===== src/common/adc_ctrl_defs.svh =====
`ifndef ADC_CTRL_DEFS_SVH
`define ADC_CTRL_DEFS_SVH

// control word layout, first bit shifted is bit 11
`define CW_WIDTH 12
`define CW_WRITE 11
`define CW_SEQ_HI 10
`define CW_IGN_HI 9
`define CW_IGN_MID 8
`define CW_ADDR_HI 7
`define CW_ADDR_LO 6
`define CW_PM_HI 5
`define CW_PM_LO 4
`define CW_SEQ_LO 3
`define CW_IGN_LO 2
`define CW_SPAN 1
`define CW_CODING 0

// power mode encodings
`define PM_NORMAL 2'h3
`define PM_SHUTDOWN 2'h2
`define PM_AUTO 2'h1

// reset contents: normal power, no sequencer, channel 0
`define CFG_RESET_PM 2'h3

// transfer framing in serial clock falling edges
`define XFER_EDGES 16
`define LOAD_EDGE 12
`define MUX_EDGE 14
`define RESULT_BITS 12

// wake-up time from full shutdown
`define CLK_MHZ 25
`define WAKE_NS 1000
`define WAKE_CYCLES ((`WAKE_NS * `CLK_MHZ + 999) / 1000)

`endif


===== src/common/adc_ctrl_pkg.sv =====
package adc_ctrl_pkg;

   typedef enum logic [1:0] {
      PWR_ON,
      PWR_WAKING,
      PWR_OFF
   } power_e;

   typedef struct packed {
      logic seq_hi;
      logic [1:0] addr;
      logic [1:0] pm;
      logic seq_lo;
      logic span;
      logic coding;
   } config_s;

endpackage


===== src/common/serial_pins_if.sv =====
`timescale 1ns/1ns
interface serial_pins_if;
   logic cs_active;
   logic cs_fall;
   logic sclk_fall;
   logic din;

   modport front (
      output cs_active,
      output cs_fall,
      output sclk_fall,
      output din
   );

   modport core (
      input cs_active,
      input cs_fall,
      input sclk_fall,
      input din
   );
endinterface


===== src/verilog/serial_pin_sync.sv =====
`timescale 1ns/1ns
module serial_pin_sync (
   input wire logic clk, // system clock
   input wire logic rst_n, // synchronised reset, low active
   input wire logic cs_b_pin, // chip select pin
   input wire logic sclk_pin, // serial clock pin
   input wire logic din_pin, // serial data pin
   serial_pins_if.front sif // conditioned pin events
);
   // bit order in all vectors: {cs_b, sclk, din}
   logic [2:0] s1_r;
   logic [2:0] s1_nxt;
   logic [2:0] s2_r;
   logic [2:0] s2_nxt;
   logic [1:0] d_r;
   logic [1:0] d_nxt;

   always_comb begin
      s1_nxt = {cs_b_pin, sclk_pin, din_pin};
      s2_nxt = s1_r;
      d_nxt = s2_r[2:1];
   end

   always_ff @(posedge clk or negedge rst_n) begin
      if (!rst_n) begin
         s1_r <= 3'h6;
         s2_r <= 3'h6;
         d_r <= 2'h3;
      end else begin
         s1_r <= s1_nxt;
         s2_r <= s2_nxt;
         d_r <= d_nxt;
      end
   end

   // edges only from second and third stages
   assign sif.cs_active = ~s2_r[2];
   assign sif.cs_fall = d_r[1] & ~s2_r[2];
   assign sif.sclk_fall = d_r[0] & ~s2_r[1] & ~s2_r[2];
   assign sif.din = s2_r[0];
endmodule


===== src/verilog/adc_control_word_decoder.sv =====
`timescale 1ns/1ns
`include "adc_ctrl_defs.svh"
// What this block does
// [RULE1] first bit 1 loads the other eleven bits; 0 leaves the register alone
// [RULE2] bit 10 and bit 3 together pick the sequencer behaviour
// [RULE3] address bits 7:6 are taken on the 14th falling edge for the next channel
// [RULE4] two channel bits go out on the data line before the result
// [RULE5] input mux moves to the next channel on the 14th falling edge
// [RULE6] power bits 11 keep the device fully powered
// [RULE7] power bits 10 shut everything down until those bits change
// [RULE8] configuration survives full shutdown untouched
// [RULE9] power bits 01 shut down after each conversion that wrote the register
// [RULE10] waking takes one microsecond; host waits before a valid conversion
// [RULE11] host never writes power bits 00
// [RULE12] span bit 0 gives twice reference, 1 gives reference, next conversion
// [RULE13] coding bit 0 gives twos complement, 1 straight binary, next conversion
// [RULE14] only the first twelve falling edges after select are loaded, MSB first
// [RULE15] host gives sixteen serial clocks per transfer
// [RULE16] both sequencer bits 1 run channels 0 up to the address, repeating
// [RULE17] bits 9, 8 and 2 are accepted and ignored
module adc_control_word_decoder #(
   parameter int unsigned WAKE_CYCLES = `WAKE_CYCLES
) (
   input wire logic CLK, // 25 MHz system clock
   input wire logic RST_B, // reset, low active, asynchronous
   input wire logic CS_B, // chip select pin, low active
   input wire logic SCLK, // serial clock pin, well below CLK/4
   input wire logic DIN, // serial data in pin
   input wire logic [11:0] CONV_RESULT, // straight binary from converter core
   output logic DOUT, // serial data out
   output logic DOUT_OE, // drive enable for DOUT
   output logic [1:0] MUX_CHANNEL, // channel routed to the sampler
   output logic SPAN_REF_ONLY, // 1: span 0..ref, 0: 0..2*ref
   output logic CODING_BINARY, // 1: straight binary, 0: twos complement
   output logic POWER_ON, // analog circuitry powered and settled
   output logic WAKE_BUSY, // wake-up interval running
   output logic SEQ_ACTIVE // consecutive channel sequence running
);
   localparam int WAKE_M1 = WAKE_CYCLES - 1;
   localparam int WW = $clog2(WAKE_CYCLES + 1);

   function automatic adc_ctrl_pkg::config_s decode_word(input logic [11:0] w);
      adc_ctrl_pkg::config_s c;
      c.seq_hi = w[`CW_SEQ_HI];
      c.addr = w[`CW_ADDR_HI:`CW_ADDR_LO];
      c.pm = w[`CW_PM_HI:`CW_PM_LO];
      c.seq_lo = w[`CW_SEQ_LO];
      c.span = w[`CW_SPAN];
      c.coding = w[`CW_CODING];
      return c;
   endfunction

   function automatic logic [11:0] apply_coding(input logic [11:0] r,
                                                input logic binary);
      return binary ? r : {~r[11], r[10:0]};
   endfunction

   // reset release
   logic [1:0] rst_sync_r;
   logic rst_n;

   always_ff @(posedge CLK or negedge RST_B) begin
      if (!RST_B) begin
         rst_sync_r <= 2'h0;
      end else begin
         rst_sync_r <= {rst_sync_r[0], 1'b1};
      end
   end
   assign rst_n = rst_sync_r[1];

   serial_pins_if sif ();

   serial_pin_sync u_sync (
      .clk(CLK),
      .rst_n(rst_n),
      .cs_b_pin(CS_B),
      .sclk_pin(SCLK),
      .din_pin(DIN),
      .sif(sif)
   );

   // transfer and configuration state
   adc_ctrl_pkg::config_s cfg_r;
   adc_ctrl_pkg::config_s cfg_nxt;
   logic [10:0] rx_r;
   logic [10:0] rx_nxt;
   logic [4:0] cnt_r;
   logic [4:0] cnt_nxt;
   logic wrote_r;
   logic wrote_nxt;
   logic [15:0] tx_r;
   logic [15:0] tx_nxt;
   logic [1:0] ch_r;
   logic [1:0] ch_nxt;
   logic seq_run_r;
   logic seq_run_nxt;
   logic [1:0] seq_last_r;
   logic [1:0] seq_last_nxt;
   logic span_act_r;
   logic span_act_nxt;
   logic coding_act_r;
   logic coding_act_nxt;
   logic [11:0] word;
   logic edge_ok;
   logic ld_edge;
   logic mux_edge;
   logic conv_end;

   assign word = {rx_r, sif.din};
   assign edge_ok = sif.sclk_fall && sif.cs_active && (cnt_r < 5'(`XFER_EDGES));
   assign ld_edge = edge_ok && (cnt_r == 5'(`LOAD_EDGE - 1));
   assign mux_edge = edge_ok && (cnt_r == 5'(`MUX_EDGE - 1));
   assign conv_end = edge_ok && (cnt_r == 5'(`XFER_EDGES - 1));

   always_comb begin
      cfg_nxt = cfg_r; // RULE8
      rx_nxt = rx_r;
      cnt_nxt = cnt_r;
      wrote_nxt = wrote_r;
      tx_nxt = tx_r;
      ch_nxt = ch_r;
      seq_run_nxt = seq_run_r;
      seq_last_nxt = seq_last_r;
      span_act_nxt = span_act_r;
      coding_act_nxt = coding_act_r;
      if (sif.cs_fall) begin
         cnt_nxt = 5'h00;
         wrote_nxt = 1'b0;
         // settings written earlier apply to this conversion
         span_act_nxt = cfg_r.span; // RULE12
         coding_act_nxt = cfg_r.coding; // RULE13
         tx_nxt = {ch_r, apply_coding(CONV_RESULT, cfg_r.coding), 2'h0}; // RULE4
      end else if (edge_ok) begin
         cnt_nxt = 5'(cnt_r + 5'h01);
         tx_nxt = {tx_r[14:0], 1'b0}; // RULE4
         if (cnt_r < 5'(`LOAD_EDGE)) begin
            rx_nxt = word[10:0]; // RULE14
         end
         if (ld_edge && word[`CW_WRITE]) begin
            cfg_nxt = decode_word(word); // RULE1 RULE17
            wrote_nxt = 1'b1;
         end
         if (mux_edge) begin
            if (wrote_r && cfg_r.seq_hi && cfg_r.seq_lo) begin
               seq_run_nxt = 1'b1; // RULE16
               seq_last_nxt = cfg_r.addr; // RULE3
               ch_nxt = 2'h0; // RULE5
            end else if (wrote_r && !cfg_r.seq_hi) begin
               seq_run_nxt = 1'b0; // RULE2
               ch_nxt = cfg_r.addr; // RULE3 RULE5
            end else if (seq_run_r) begin
               // sequence keeps running with 10 written
               ch_nxt = (ch_r == seq_last_r) ? 2'h0 : 2'(ch_r + 2'h1); // RULE16 RULE2
            end else begin
               ch_nxt = cfg_r.addr; // RULE3
            end
         end
      end
   end

   always_ff @(posedge CLK or negedge rst_n) begin
      if (!rst_n) begin
         cfg_r <= '{seq_hi: 1'b0, addr: 2'h0, pm: `CFG_RESET_PM, seq_lo: 1'b0,
                    span: 1'b0, coding: 1'b0};
         rx_r <= 11'h000;
         cnt_r <= 5'(`XFER_EDGES);
         wrote_r <= 1'b0;
         tx_r <= 16'h0000;
         ch_r <= 2'h0;
         seq_run_r <= 1'b0;
         seq_last_r <= 2'h0;
         span_act_r <= 1'b0;
         coding_act_r <= 1'b0;
      end else begin
         cfg_r <= cfg_nxt;
         rx_r <= rx_nxt;
         cnt_r <= cnt_nxt;
         wrote_r <= wrote_nxt;
         tx_r <= tx_nxt;
         ch_r <= ch_nxt;
         seq_run_r <= seq_run_nxt;
         seq_last_r <= seq_last_nxt;
         span_act_r <= span_act_nxt;
         coding_act_r <= coding_act_nxt;
      end
   end

   // power management
   adc_ctrl_pkg::power_e pwr_r;
   adc_ctrl_pkg::power_e pwr_nxt;
   logic [WW-1:0] wake_r;
   logic [WW-1:0] wake_nxt;

   always_comb begin
      pwr_nxt = pwr_r;
      wake_nxt = wake_r;
      case (pwr_r)
         adc_ctrl_pkg::PWR_ON: begin
            // normal mode never leaves this state
            if (conv_end && cfg_r.pm == `PM_SHUTDOWN) begin
               pwr_nxt = adc_ctrl_pkg::PWR_OFF; // RULE7
            end else if (conv_end && wrote_r && cfg_r.pm == `PM_AUTO) begin
               pwr_nxt = adc_ctrl_pkg::PWR_OFF; // RULE9
            end
         end
         adc_ctrl_pkg::PWR_WAKING: begin
            if (conv_end && cfg_r.pm == `PM_SHUTDOWN) begin
               pwr_nxt = adc_ctrl_pkg::PWR_OFF; // RULE7
            end else if (conv_end && wrote_r && cfg_r.pm == `PM_AUTO) begin
               pwr_nxt = adc_ctrl_pkg::PWR_OFF; // RULE9
            end else if (wake_r == '0) begin
               pwr_nxt = adc_ctrl_pkg::PWR_ON; // RULE10
            end else begin
               wake_nxt = WW'(wake_r - 1'b1); // RULE10
            end
         end
         adc_ctrl_pkg::PWR_OFF: begin
            // invalid 00 keeps the present state
            if (cfg_r.pm == `PM_NORMAL || (cfg_r.pm == `PM_AUTO && sif.cs_fall)) begin
               pwr_nxt = adc_ctrl_pkg::PWR_WAKING; // RULE6 RULE10
               wake_nxt = WW'(WAKE_M1);
            end
         end
         default: begin
            pwr_nxt = adc_ctrl_pkg::PWR_ON;
         end
      endcase
   end

   always_ff @(posedge CLK or negedge rst_n) begin
      if (!rst_n) begin
         pwr_r <= adc_ctrl_pkg::PWR_ON;
         wake_r <= '0;
      end else begin
         pwr_r <= pwr_nxt;
         wake_r <= wake_nxt;
      end
   end

   assign DOUT = tx_r[15];
   assign DOUT_OE = sif.cs_active;
   assign MUX_CHANNEL = ch_r;
   assign SPAN_REF_ONLY = span_act_r;
   assign CODING_BINARY = coding_act_r;
   assign POWER_ON = (pwr_r == adc_ctrl_pkg::PWR_ON);
   assign WAKE_BUSY = (pwr_r == adc_ctrl_pkg::PWR_WAKING);
   assign SEQ_ACTIVE = seq_run_r;
endmodule


===== config.mk =====
export PLATFORM = sky130hd
export DESIGN_NAME = adc_control_word_decoder
export DESIGN_NICKNAME = d
export VERILOG_FILES = /design/src/common/adc_ctrl_pkg.sv /design/src/common/serial_pins_if.sv /design/src/verilog/serial_pin_sync.sv /design/src/verilog/adc_control_word_decoder.sv
export VERILOG_INCLUDE_DIRS = /design/src /design/src/common
export SDC_FILE = /design/constraint.sdc
export NUM_CORES = 1
export LEC_CHECK = 0
export ABC_AREA = 1
export ABC_CLOCK_PERIOD_IN_PS = 1900
export BUFFER_PORTS_ARGS = -buffer_cell sky130_fd_sc_hd__buf_4
export CAP_MARGIN = 5
export CORE_ASPECT_RATIO = 1.5
export CORE_MARGIN = 3
export CORE_UTILIZATION = 30
export CTS_BUF_LIST = sky130_fd_sc_hd__clkbuf_16
export DETAILED_ROUTE_END_ITERATION = 12
export GPL_TIMING_DRIVEN = 0
export HOLD_SLACK_MARGIN = 0.12
export PLACE_DENSITY = 0.55
export SLEW_MARGIN = 15
export SYNTH_ARGS = -nofsm -noshare
export SYNTH_HDL_FRONTEND = slang
export SYNTH_SLANG_ARGS = --single-unit
export TNS_END_PERCENT = 100

===== constraint.sdc =====
create_clock -name CLK -period 1.9 [get_ports CLK]
set_input_delay 0.19 -clock CLK [delete_from_list [all_inputs] [get_ports CLK]]
set_output_delay 0.19 -clock CLK [all_outputs]
set_load 0.01 [all_outputs]

==> metrics.yaml, run 1 <==
global_route:
  first_global_vias: 2190
  initial_antenna_violation_count: 0
  grt_util_all_layers_pct: 11.4
  grt_first_pass_wirelength_um: 9760
  maximum_number_of_pins_on_one_net_before_global_route_repair: 40
  grt-ovfl-total: 0
floorplan:
  initial_core_util_pct: 31.4
  die_area_um2: 10600
  floorplan.core_area_um2: 8990
  floorplan.die.height_um: 125
  die-width_um: 85.2
  io_pins: 26
  std_cell_rows: 42
logic_synthesis:
  postSynthCellCount: 310
  synthArstFlopShare_pct: 100
  postSynthRegisterBits: 63
  ys_dominant_reg_cell: "dfrtp_1"
  synth_cell_types: 26
  yosysSeqAreaShare_pct: 56.2
  synth_area_leader: "dfrtp_1"
  count_leader_synth: "nand2_1"
  post_synth_main_area_contributors: "dfrtp_1, nand2_1, dfstp_2"
  syn-num-nets: 332
  cell_types_with_the_highest_counts_after_synthesis: "nand2_1, dfrtp_1, inv_1, nand3_1"
  count_of_flip_flops_with_a_built_in_enable_after_synthesis: 0
  syn_area_um2: 2820
  postSynthAreaPerCell_um2: 9.11
  yosysTopAreaCellShare_pct: 47.9
  yosys_warnings: 0
routing:
  first_iter_violations: 102
  post_drt_via_cell_ratio: 4.52
  drt.antenna.violating_nets: 0
  vias: 2179
  detail_route.wl_per_cell_um: 11.5
  detailedRoute.firstPassIterationCount: 4
  route.final.wire_length_um: 5550
  drc: 0
clocking:
  cts_num_sinks: 63
  cts_tree: "built"
  clk_transition_reported_paths_ns: 0.05
  clock_tree.buffer_depth: 2
  cts-root-buf: "clkbuf_16"
  number_of_buffers_inserted_during_clock_tree_synthesis: 9
  clk-insertion-delay-late_ns: 0.32
  htree_num_levels: 3
  post_cts.resized_instances: 0
power_and_ir_drop:
  power.internal_mw: 2.56
  swShare_pct: 22.9
  total_power_mw: 3.32
  power_density_nw_per_um2: 910
  cellLeakagePower_nw: 1.79
  part_of_the_power_in_combinational_logic_pct: 7.9
  seq_power_share_pct: 45.1
  switching_power_mw: 0.762
  power.share.clock_pct: 47.0
  max-vdd-ir-drop_uv: 488
timing:
  setup_viol_count_final: 0
  final_period_minus_worst_setup_slack_ns: 1.75
  timing_hold_violations_final: 0
  final-max-slew-violation-count: 0
  clock-skew-final_ns: 0.00454
  timing.final.ws_setup_ns: 0.148
  grt_setup_unrepaired: "false"
  min_period_over_period_pct: 92.2
  fmaxAchievable_mhz: 571
run:
  maxCapViolCount: 0
setup_path:
  setup.worst_path.start_class: "flop"
  critical_path.max_fanout: 4
  crit_arrival_ns: 2.01
  rr_worst_depth: 11
  crit_path_end_kind: "flop"
  required_ns: 2.16
  setup.worst_path.class: "reg -> reg"
cells_and_area:
  finish.instance_area_um2: 3650
  nNetsFinal: 389
  drive_gt1_share_pct: 24.5
  layout.cells.non_filler: 482
  synthToLayoutAreaGrowth_pct: 29.2
  antenna-diode-count: 0
place:
  placed_cells_incl_taps: 446
  final_weighted_congestion_in_routability_driven_placement: 0.785
  place.port_buffers: 25
  area_after_dpl_um2: 3170
  dp_hpwl_um: 3940
  place_ws_ns: 0.129
hold_path:
  hold_path_class: "in -> reg"
  holdPathStages: 3
run_status:
  outcome: "completed"
==> sequential cells by signal (all words and copies together) (netlist names) <==
register	count
CODING_BINARY	1
MUX_CHANNEL	2
SEQ_ACTIVE	1
SPAN_REF_ONLY	1
cfg_r	8
cnt_r	5
pwr_r	2
rst_sync_r	2
rx_r	11
seq_last_r	2
tx_r	14
u_sync.d_r	2
u_sync.s1_r	3
u_sync.s2_r	3
wake_r	5
wrote_r	1
==> routing by layer <==
metal	wire (um)	vias to the layer above	GRT usage, %
li1	-	1093	-
met1	2280	1028	11.8
met2	2920	46	19.9
met3	255	12	4.37
met4	105	0	5.31
met5	0	-	0
==> logic make-up (layout without fill, tap and decap cells) <==
logic type	count (synthesis)	count (layout)	synth area share, %
xor gates and xnor gates	4	4	1.24
other	1	1	0.133
buffers and inverters	37	99	5.76
and+or+nand+nor	167	167	26.2
AOI/OAI and AO/OA	33	33	8.24
DFF	63	63	56.2
adders and majority gates	5	5	2.22
==> critical path, cell delays in order, from the launching register on <==
cell and delay (ns):
dfrtp_1 0.39, ha_1 0.21, nand2_1 0.08, nor2_1 0.10, ha_1 0.15, inv_1 0.04, a21oi_1 0.12, nand3_1 0.18
nand2_2 0.17, buf_4 0.13, nand3_1 0.06, nand2_1 0.07
==> worst paths after layout <==
check	to	startpoint	slack, ns
setup / recovery	wake_r[2]	cnt_r[0]	0.15
hold / removal	tx_r[13]	CONV_RESULT[11]	0.14
setup reg to reg	wake_r[2]	cnt_r[0]	0.15
hold reg to reg	wake_r[0]	rst_sync_r[1]	0.22
max in group asynchronous	u_sync.s1_r[1]	rst_sync_r[1]	1.10
min in group asynchronous	rst_sync_r[1]	RST_B	0.18
==> power by group through the flow <==
stage / sequential (mW) / clock, mW / combinational, mW
2_1_floorplan: 1.52 / 0 / 0.152
3_3_place_gp: 1.53 / 0 / 0.210
3_5_place_dp: 1.52 / 0 / 0.236
4_1_cts: 1.50 / 1.60 / 0.263
5_1_grt: 1.51 / 1.68 / 0.302
6_report: 1.50 / 1.56 / 0.263
==> per-stage QoR <==
| step | setup TNS, ns | hold slack, ns | utilization (%) |
|---|---|---|---|
| floorplan | 0 | -0.106 | - |
| finish | 0 | 0.139 | 40.6 |
| CTS | 0 | 0.134 | 40.2 |
| global placement | -40.49 | -0.0273 | 35.0 |
| global route | 0 | 0.136 | 40.6 |
| detailed placement | 0 | -0.0244 | 35.3 |
==> cell usage in the layout (no fill, tap or decap), drive strengths merged, types with 4 or more instances in the layout <==
cell / count
o21ai: 23
nor2: 17
dfrtp: 54
ha: 5
buf: 36
nand3: 28
nand2: 116
inv: 32
dlygate4sd3: 15
dfstp: 9
clkinv: 5
clkbuf: 9
a21oi: 4
xnor2: 4
==> what timing repair did <==
item	in CTS	in global routing
hold endpoints to repair	16	0
endpoints found under the setup margin	0	3
hold buffers	15	0
buffers inserted	0	5
==> cell type report <==
class | count | area [um2]
fill | 895 | 5340
sequential | 63 | 1590
multi-input combinational | 210 | 1070
timing repair buffer | 46 | 395
clock buffer | 9 | 225
tap | 110 | 138
inverter | 32 | 125
clock inverter | 7 | 63.8
buffer | 5 | 37.5
No activity file was read; power rests on OpenSTA's default activity.
==> run 2: changes to the inputs <==
==> constraint.sdc (replaced) <==
create_clock -name CLK -period 1.9 [get_ports CLK]
set_input_delay 0.38 -clock CLK [delete_from_list [all_inputs] [get_ports CLK]]
set_output_delay 0.38 -clock CLK [all_outputs]
set_load 0.01 [all_outputs]
==> metrics.yaml, run 2 (synthesis results as in run 1) <==
run_status:
  outcome: "completed"  # unchanged
place:
  final_weighted_congestion_in_routability_driven_placement: 0.785  # unchanged
  dp_hpwl_um: 3940  # unchanged
  place_ws_ns: 0.129  # unchanged
  place.port_buffers: 25  # unchanged
timing:
  min_period_over_period_pct: 92.1  # was 92.2%
  fmaxAchievable_mhz: 572  # was 571 MHz
  final-max-slew-violation-count: 0  # unchanged
  timing.final.ws_setup_ns: 0.151  # was 0.148 ns
  timing_hold_violations_final: 0  # unchanged
  grt_setup_unrepaired: "false"  # unchanged
  clock-skew-final_ns: 0.00462  # was 0.00454 ns
  setup_viol_count_final: 0  # unchanged
  final_period_minus_worst_setup_slack_ns: 1.75  # about the same
  setup-tns-final_ns: 0  # unchanged
cells_and_area:
  final_core_utilization_pct: 39.1  # was 40.6%
  mostFrequentLayoutCells: "nand2_1, dfrtp_1, buf_4"  # unchanged
  drive_gt1_share_pct: 25.4  # was 24.5%
  largest_register_ffs: 14  # unchanged
  synthToLayoutAreaGrowth_pct: 24.3  # was 29.2%
  final_common_cell: "nand2_1"  # unchanged
  antenna-diode-count: 0  # unchanged
  largestRegisters: "tx_r (14), rx_r (11), cfg_r (8)"  # unchanged
  top_reg_by_flops: "tx_r"  # unchanged
  n_fill_cell: 909  # was 895
  nNetsFinal: 375  # was 389
floorplan:
  floorplan.die.height_um: 125  # unchanged
  floorplan.core_area_um2: 8990  # unchanged
  io_pins: 26  # unchanged
  die-width_um: 85.2  # unchanged
  std_cell_rows: 42  # unchanged
  initial_core_util_pct: 31.4  # unchanged
  die_area_um2: 10600  # unchanged
setup_path:
  required_ns: 2.16  # about the same
  setup.worst_path.start_class: "flop"  # unchanged
  crit_path_end_kind: "flop"  # unchanged
  crit_path_cell_trace: "ha_1 -> nand2_1 -> nor2_1 -> ha_1 -> inv_1 -> a21oi_1 -> nand3_1 -> nand2_2 -> buf_4 -> nand3_1 -> nand2_1"  # unchanged
  setup.worst_path.class: "reg -> reg"  # unchanged
  crit_arrival_ns: 2.01  # about the same
  rr_worst_depth: 11  # unchanged
  critical-path-slowest-cell: "dfrtp_1"  # unchanged
  critical_path.max_stage_delay_ns: 0.39  # about the same
  critical_path.max_fanout: 4  # unchanged
clocking:
  clk_transition_reported_paths_ns: 0.05  # about the same
  number_of_buffers_inserted_during_clock_tree_synthesis: 9  # unchanged
  cts_tree: "built"  # unchanged
  post_cts.resized_instances: 0  # unchanged
  clock_tree.buffer_depth: 2  # unchanged
  htree_num_levels: 3  # unchanged
  cts_num_sinks: 63  # unchanged
  cts-root-buf: "clkbuf_16"  # unchanged
  clk-insertion-delay-late_ns: 0.32  # about the same
routing:
  drc: 0  # unchanged
  drt.antenna.violating_nets: 0  # unchanged
  route.final.wire_length_um: 5480  # was 5550 um
  detailedRoute.firstPassIterationCount: 4  # unchanged
  detail_route.wl_per_cell_um: 11.7  # was 11.5 um
  first_iter_violations: 109  # was 102
  vias: 2117  # was 2,179
  post_drt_via_cell_ratio: 4.52  # about the same
hold_path:
  holdPathStages: 1  # was 3
  hold_path_class: "in -> reg"  # unchanged
power_and_ir_drop:
  swShare_pct: 22.9  # about the same
  part_of_the_power_in_combinational_logic_pct: 7.3  # was 7.9%
  switching_power_mw: 0.756  # was 0.762 mW
  power.internal_mw: 2.54  # was 2.56 mW
  power_density_nw_per_um2: 939  # was 910 nW/um2
  max-vdd-ir-drop_uv: 486  # was 488 uV
  cellLeakagePower_nw: 1.73  # was 1.79 nW
  seq_power_share_pct: 45.4  # was 45.1%
  power.share.clock_pct: 47.3  # was 47.0%
global_route:
  grt_util_all_layers_pct: 11.4  # about the same
  grt_first_pass_wirelength_um: 9720  # was 9760 um
  maximum_number_of_pins_on_one_net_before_global_route_repair: 40  # unchanged
  first_global_vias: 2181  # was 2,190
  initial_antenna_violation_count: 0  # unchanged
  grt-ovfl-total: 0  # unchanged
run:
  maxCapViolCount: 0  # unchanged
==> run 2: changes by cell type in the layout (fill, tap and decap cells not counted), sizes merged <==
cell	delta
dlygate4sd3	-14
==> run 2: final cells by class <==
class	count	area (um2)	share of cell area [%]
Timing Repair Buffer	32	255	7.27
Clock inverter	7	63.8	1.82
Clock buffer	9	225	6.42
Multi-Input combinational cell	210	1070	30.6
Sequential cell	63	1590	45.3
Buffer	5	37.5	1.07
Inverter	32	125	3.57
Tap cell	110	138	3.92
==> run 2: what timing repair did <==
item,CTS,global route
hold buffers,1,0
endpoints found under the setup margin,0,3
buffers inserted,0,5
hold endpoints to repair,2,0
==> run 2: worst paths after layout <==
check                                 end     startpoint  slack [ns]
min                        u_sync.s1_r[0]            DIN        0.16
max                             wake_r[2]       cnt_r[0]        0.15
max in group asynchronous  u_sync.s1_r[1]  rst_sync_r[1]        1.12
min in group asynchronous       wake_r[0]  rst_sync_r[1]        0.22
max reg2reg                     wake_r[2]       cnt_r[0]        0.15
min reg2reg                     wake_r[0]  rst_sync_r[1]        0.22
==> run 2: power groups by stage <==
stage	logic [mW]	clock network [mW]	registers, mW
6_report	0.240	1.56	1.50
5_1_grt	0.278	1.68	1.51
4_1_cts	0.241	1.60	1.50
3_5_place_dp	0.236	0	1.52
3_3_place_gp	0.210	0	1.53
2_1_floorplan	0.152	0	1.52
==> run 2: layer usage <==
layer | up-vias | wire, um | global-route usage [%]
met1 | 997 | 2210 | 11.7
li1 | 1065 | - | -
met3 | 11 | 268 | 4.43
met4 | 0 | 104 | 5.31
met5 | - | 0 | 0
met2 | 44 | 2900 | 19.9
==> run 2: per-stage QoR <==
step / std cells / power [mW] / hold WS [ns] / cell area (um2)
floorplan: 310 / 1.67 / 0.0844 / 2820
global route: 468 / 3.46 / 0.142 / 3510
global placement: 445 / 1.74 / 0.163 / 3150
detailed placement: 446 / 1.76 / 0.166 / 3170
finish: 468 / 3.30 / 0.161 / 3510
CTS: 463 / 3.34 / 0.148 / 3470
==> run 2: critical path: cells and delay by family, from the launching register on <==
| family | cells | cell delay [ns] |
|---|---|---|
| AO/OA/AOI/OAI | 1 | 0.12 |
| adder cells (fa/ha/maj) | 2 | 0.36 |
| buffers and inverters | 2 | 0.17 |
| flip-flops | 1 | 0.39 |
| AND/OR/NAND/NOR | 6 | 0.66 |
==> run 3: changes to the inputs <==
--- a/config.mk
+++ b/config.mk
@@ -6,7 +6,7 @@
 export SDC_FILE = /design/constraint.sdc
 export NUM_CORES = 1
 export LEC_CHECK = 0
-export ABC_AREA = 1
+export ABC_AREA = 0
 export ABC_CLOCK_PERIOD_IN_PS = 1900
 export BUFFER_PORTS_ARGS = -buffer_cell sky130_fd_sc_hd__buf_4
 export CAP_MARGIN = 5
==> metrics.yaml, run 3 <==
run_status:
  outcome: "completed"  # unchanged
power_and_ir_drop:
  seq_power_share_pct: 43.6  # was 45.4%
  cellLeakagePower_nw: 1.66  # was 1.73 nW
  power.share.clock_pct: 48.9  # was 47.3%
  total_power_mw: 3.55  # was 3.30 mW
  swShare_pct: 22.4  # was 22.9%
  power.internal_mw: 2.75  # was 2.54 mW
  max-vdd-ir-drop_uv: 493  # was 486 uV
  part_of_the_power_in_combinational_logic_pct: 7.4  # was 7.3%
  power_density_nw_per_um2: 994  # was 939 nW/um2
  switching_power_mw: 0.796  # was 0.756 mW
routing:
  detailedRoute.firstPassIterationCount: 4  # unchanged
  vias: 1893  # was 2,117
  first_iter_violations: 104  # was 109
  detail_route.wl_per_cell_um: 14.4  # was 11.7 um
  drt.antenna.violating_nets: 0  # unchanged
  route.final.wire_length_um: 5580  # was 5480 um
  post_drt_via_cell_ratio: 4.89  # was 4.52
  drc: 0  # unchanged
place:
  dp_hpwl_um: 3870  # was 3940 um
  place.port_buffers: 25  # unchanged
  placed_cells_incl_taps: 365  # was 446
  final_weighted_congestion_in_routability_driven_placement: 0.743  # was 0.785
  place_ws_ns: -0.170  # was 0.129 ns
logic_synthesis:
  postSynthAreaPerCell_um2: 12.2  # was 9.11 um2
  ys_dominant_reg_cell: "dfrtp_1"  # unchanged
  post_synth_main_area_contributors: "dfrtp_1, dfstp_2, mux2_2"  # was dfrtp_1, nand2_1, dfstp_2
  simple_logic_cell_fraction_of_the_synthesized_area_pct: 10.1  # was 26.2%
  synth_top_family_by_area: "multiplexers"  # was simple AND/OR/NAND/NOR gates
  synth_cell_types: 44  # was 26
  synthArstFlopShare_pct: 100  # unchanged
  syn_area_um2: 2800  # was 2820 um2
  postSynthCellCount: 229  # was 310
  yosysTopAreaCellShare_pct: 48.3  # was 47.9%
  synth_compound_area_share_pct: 11.3  # was 8.24%
  synth_adder_area_share_pct: 2.23  # was 2.22%
  syn-num-nets: 251  # was 332
  muxShareOfSynthArea_pct: 14.5  # was 0%
  synth_area_leader: "dfrtp_1"  # unchanged
  postSynthRegisterBits: 63  # unchanged
  cell_types_with_the_highest_counts_after_synthesis: "dfrtp_1, mux2_2, mux2i_1, nand2_1, o21ai_0"  # was nand2_1, dfrtp_1, inv_1, nand3_1
  parity_gate_share_of_the_synthesized_area_counting_xor_and_xnor_cells_pct: 1.25  # was 1.24%
  count_leader_synth: "dfrtp_1"  # was nand2_1
  count_of_flip_flops_with_a_built_in_enable_after_synthesis: 0  # unchanged
  yosysSeqAreaShare_pct: 56.7  # was 56.2%
  yosys_warnings: 0  # unchanged
run:
  maxCapViolCount: 0  # unchanged
timing:
  worst_slew_pin_slew_ns: 0.557
  final_period_minus_worst_setup_slack_ns: 1.84  # was 1.75 ns
  timing_hold_violations_final: 0  # unchanged
  timing.hold.ws_ns: 0.161  # about the same
  timing.final.ws_setup_ns: 0.0613  # was 0.151 ns
  min_period_over_period_pct: 96.8  # was 92.1%
  slew-limit-headroom_pct: 62.6
  fmaxAchievable_mhz: 544  # was 572 MHz
  final-max-slew-violation-count: 0  # unchanged
  clock-skew-final_ns: 0.00660  # was 0.00462 ns
  setup_viol_count_final: 0  # unchanged
floorplan:
  floorplan.die.height_um: 124  # was 125 um
  die-width_um: 84.9  # was 85.2 um
  io_pins: 26  # unchanged
  die_area_um2: 10600  # about the same
  std_cell_rows: 42  # unchanged
  floorplan.core_area_um2: 8990  # unchanged
  initial_core_util_pct: 31.2  # was 31.4%
cells_and_area:
  register_area_um2: 1590  # unchanged
  synthToLayoutAreaGrowth_pct: 27.6  # was 24.3%
  final_core_utilization_pct: 39.8  # was 39.1%
  final_common_cell: "dfrtp_1"  # was nand2_1
  drive_gt1_share_pct: 32.5  # was 25.4%
  layout.cells.non_filler: 387  # was 468
  mostFrequentLayoutCells: "dfrtp_1, buf_4, nand2_1, mux2i_1, o21ai_0"  # was nand2_1, dfrtp_1, buf_4
  n_fill_cell: 850  # was 909
  top_reg_by_flops: "tx_r"  # unchanged
  nNetsFinal: 294  # was 375
  multi_input_comb_area_um2: 1140  # was 1070 um2
  largest_register_ffs: 14  # unchanged
  largestRegisters: "tx_r (14), rx_r (11), cfg_r (8)"  # unchanged
  antenna-diode-count: 0  # unchanged
clocking:
  cts_tree: "built"  # unchanged
  clk-insertion-delay-late_ns: 0.32  # about the same
  cts_num_sinks: 63  # unchanged
  htree_num_levels: 3  # unchanged
  clock_tree.buffer_depth: 2  # unchanged
  cts-root-buf: "clkbuf_16"  # unchanged
  number_of_buffers_inserted_during_clock_tree_synthesis: 9  # unchanged
  clk_transition_reported_paths_ns: 0.05  # about the same
global_route:
  grt_util_all_layers_pct: 11.6  # was 11.4%
  initial_antenna_violation_count: 0  # unchanged
  maximum_number_of_pins_on_one_net_before_global_route_repair: 43  # was 40
  first_global_vias: 2039  # was 2,181
  grt-ovfl-total: 0  # unchanged
  grt_first_pass_wirelength_um: 9720  # unchanged
setup_path:
  required_ns: 2.11  # was 2.16 ns
  timing.critical_path.mode_cell: "buf_6"
  critical_path_buf_inv_count: 2  # unchanged
  cell_family_with_the_largest_share_of_critical_path_delay: "simple AND/OR/NAND/NOR gates"  # unchanged
  critical_path.max_fanout: 8  # was 4
  setup.worst_path.class: "reg -> reg"  # unchanged
  critical-path-slowest-cell: "or4b_4"  # was dfrtp_1
  rrSetupSlack_ns: 0.06  # was 0.15 ns
  critical_path.max_stage_delay_ns: 0.51  # was 0.39 ns
  crit_path_cell_trace: "buf_6 -> or4b_4 -> buf_6 -> nor4_4 -> mux2_1"  # was ha_1 -> nand2_1 -> nor2_1 -> ha_1 -> inv_1 -> a21oi_1 -> nand3_1 -> nand2_2 -> buf_4 -> nand3_1 -> nand2_1
  crit_path_end_kind: "flop"  # unchanged
  crit_arrival_ns: 2.04  # was 2.01 ns
  setup.worst_path.start_class: "flop"  # unchanged
hold_path:
  hold_path_class: "in -> reg"  # unchanged
## run 3: cell count changes after synthesis, sizes merged, moves of 10 or more
cell   delta
mux2i    +18
nor2     -10
nand3    -25
a22oi    +13
mux2     +20
inv      -20
nand2    -98
## run 3: worst paths after layout
kind	startpoint	to	depth (start not counted)
max	u_sync.s2_r[2]	seq_last_r[1]	5
min	CS_B	u_sync.s1_r[2]	1
max reg2reg	u_sync.s2_r[2]	seq_last_r[1]	5
min reg2reg	rst_sync_r[1]	tx_r[5]	0
max in group asynchronous	rst_sync_r[1]	cfg_r[3]	1
min in group asynchronous	rst_sync_r[1]	tx_r[5]	0
## run 3: worst register-to-register path, cell delays in order (launching register included)
cell and delay, ns:
dfstp_2 0.37, buf_6 0.13, or4b_4 0.51, buf_6 0.16, nor4_4 0.20, mux2_1 0.35
## run 3: cell type report
| type | instances | share of cell area (%) |
|---|---|---|
| flip-flops and latches | 63 | 44.6 |
| plain buffers | 10 | 2.00 |
| well taps | 110 | 3.85 |
| clock buffers | 9 | 6.30 |
| multi-input cells | 144 | 32.0 |
| inverters | 12 | 1.26 |
| clock inverters | 7 | 2.70 |
| repair buffers | 32 | 7.36 |
## run 3: what timing repair did
action	CTS	global route
hold buffers	1	0
resized for setup	3	14
buffers inserted	1	3
gates cloned	0	1
pin swaps	1	2
endpoints found under the hold margin	2	0
endpoints found under the setup margin	22	25
## run 3: cell families (layout without fill, tap and decap cells)
kind of cell / Yosys count / after routing
AO/OA/AOI/OAI: 50 / 50
XOR/XNOR: 4 / 4
adder cells (fa/ha/maj): 5 / 5
buffers and inverters: 22 / 70
flip-flops: 63 / 63
multiplexers: 38 / 38
other: 1 / 1
AND/OR/NAND/NOR: 46 / 46
## run 3: power groups by stage
stage | Clock (mW) | Combinational, mW | Sequential (mW)
floorplan | 0 | 0.158 | 1.55
global placement | 0 | 0.219 | 1.58
detailed placement | 0 | 0.248 | 1.57
CTS | 1.79 | 0.253 | 1.55
global route | 1.85 | 0.300 | 1.57
finish | 1.74 | 0.264 | 1.55
## run 3: layer usage
layer	global-route usage (%)	vias up	part of all wire (%)
met3	4.04	12	4.1
li1	-	914	-
met4	4.66	0	2.2
met5	0	-	0
met2	19.8	30	53
met1	12.9	937	41
## run 3: per-stage QoR
| stage | instance area, um2 | setup TNS, ns |
|---|---|---|
| after global placement | 3130 | -39.39 |
| after CTS | 3500 | 0 |
| after floorplan | 2800 | 0 |
| final | 3570 | 0 |
| after global routing | 3570 | -0.0806 |
| after detailed placement | 3150 | -1.76 |
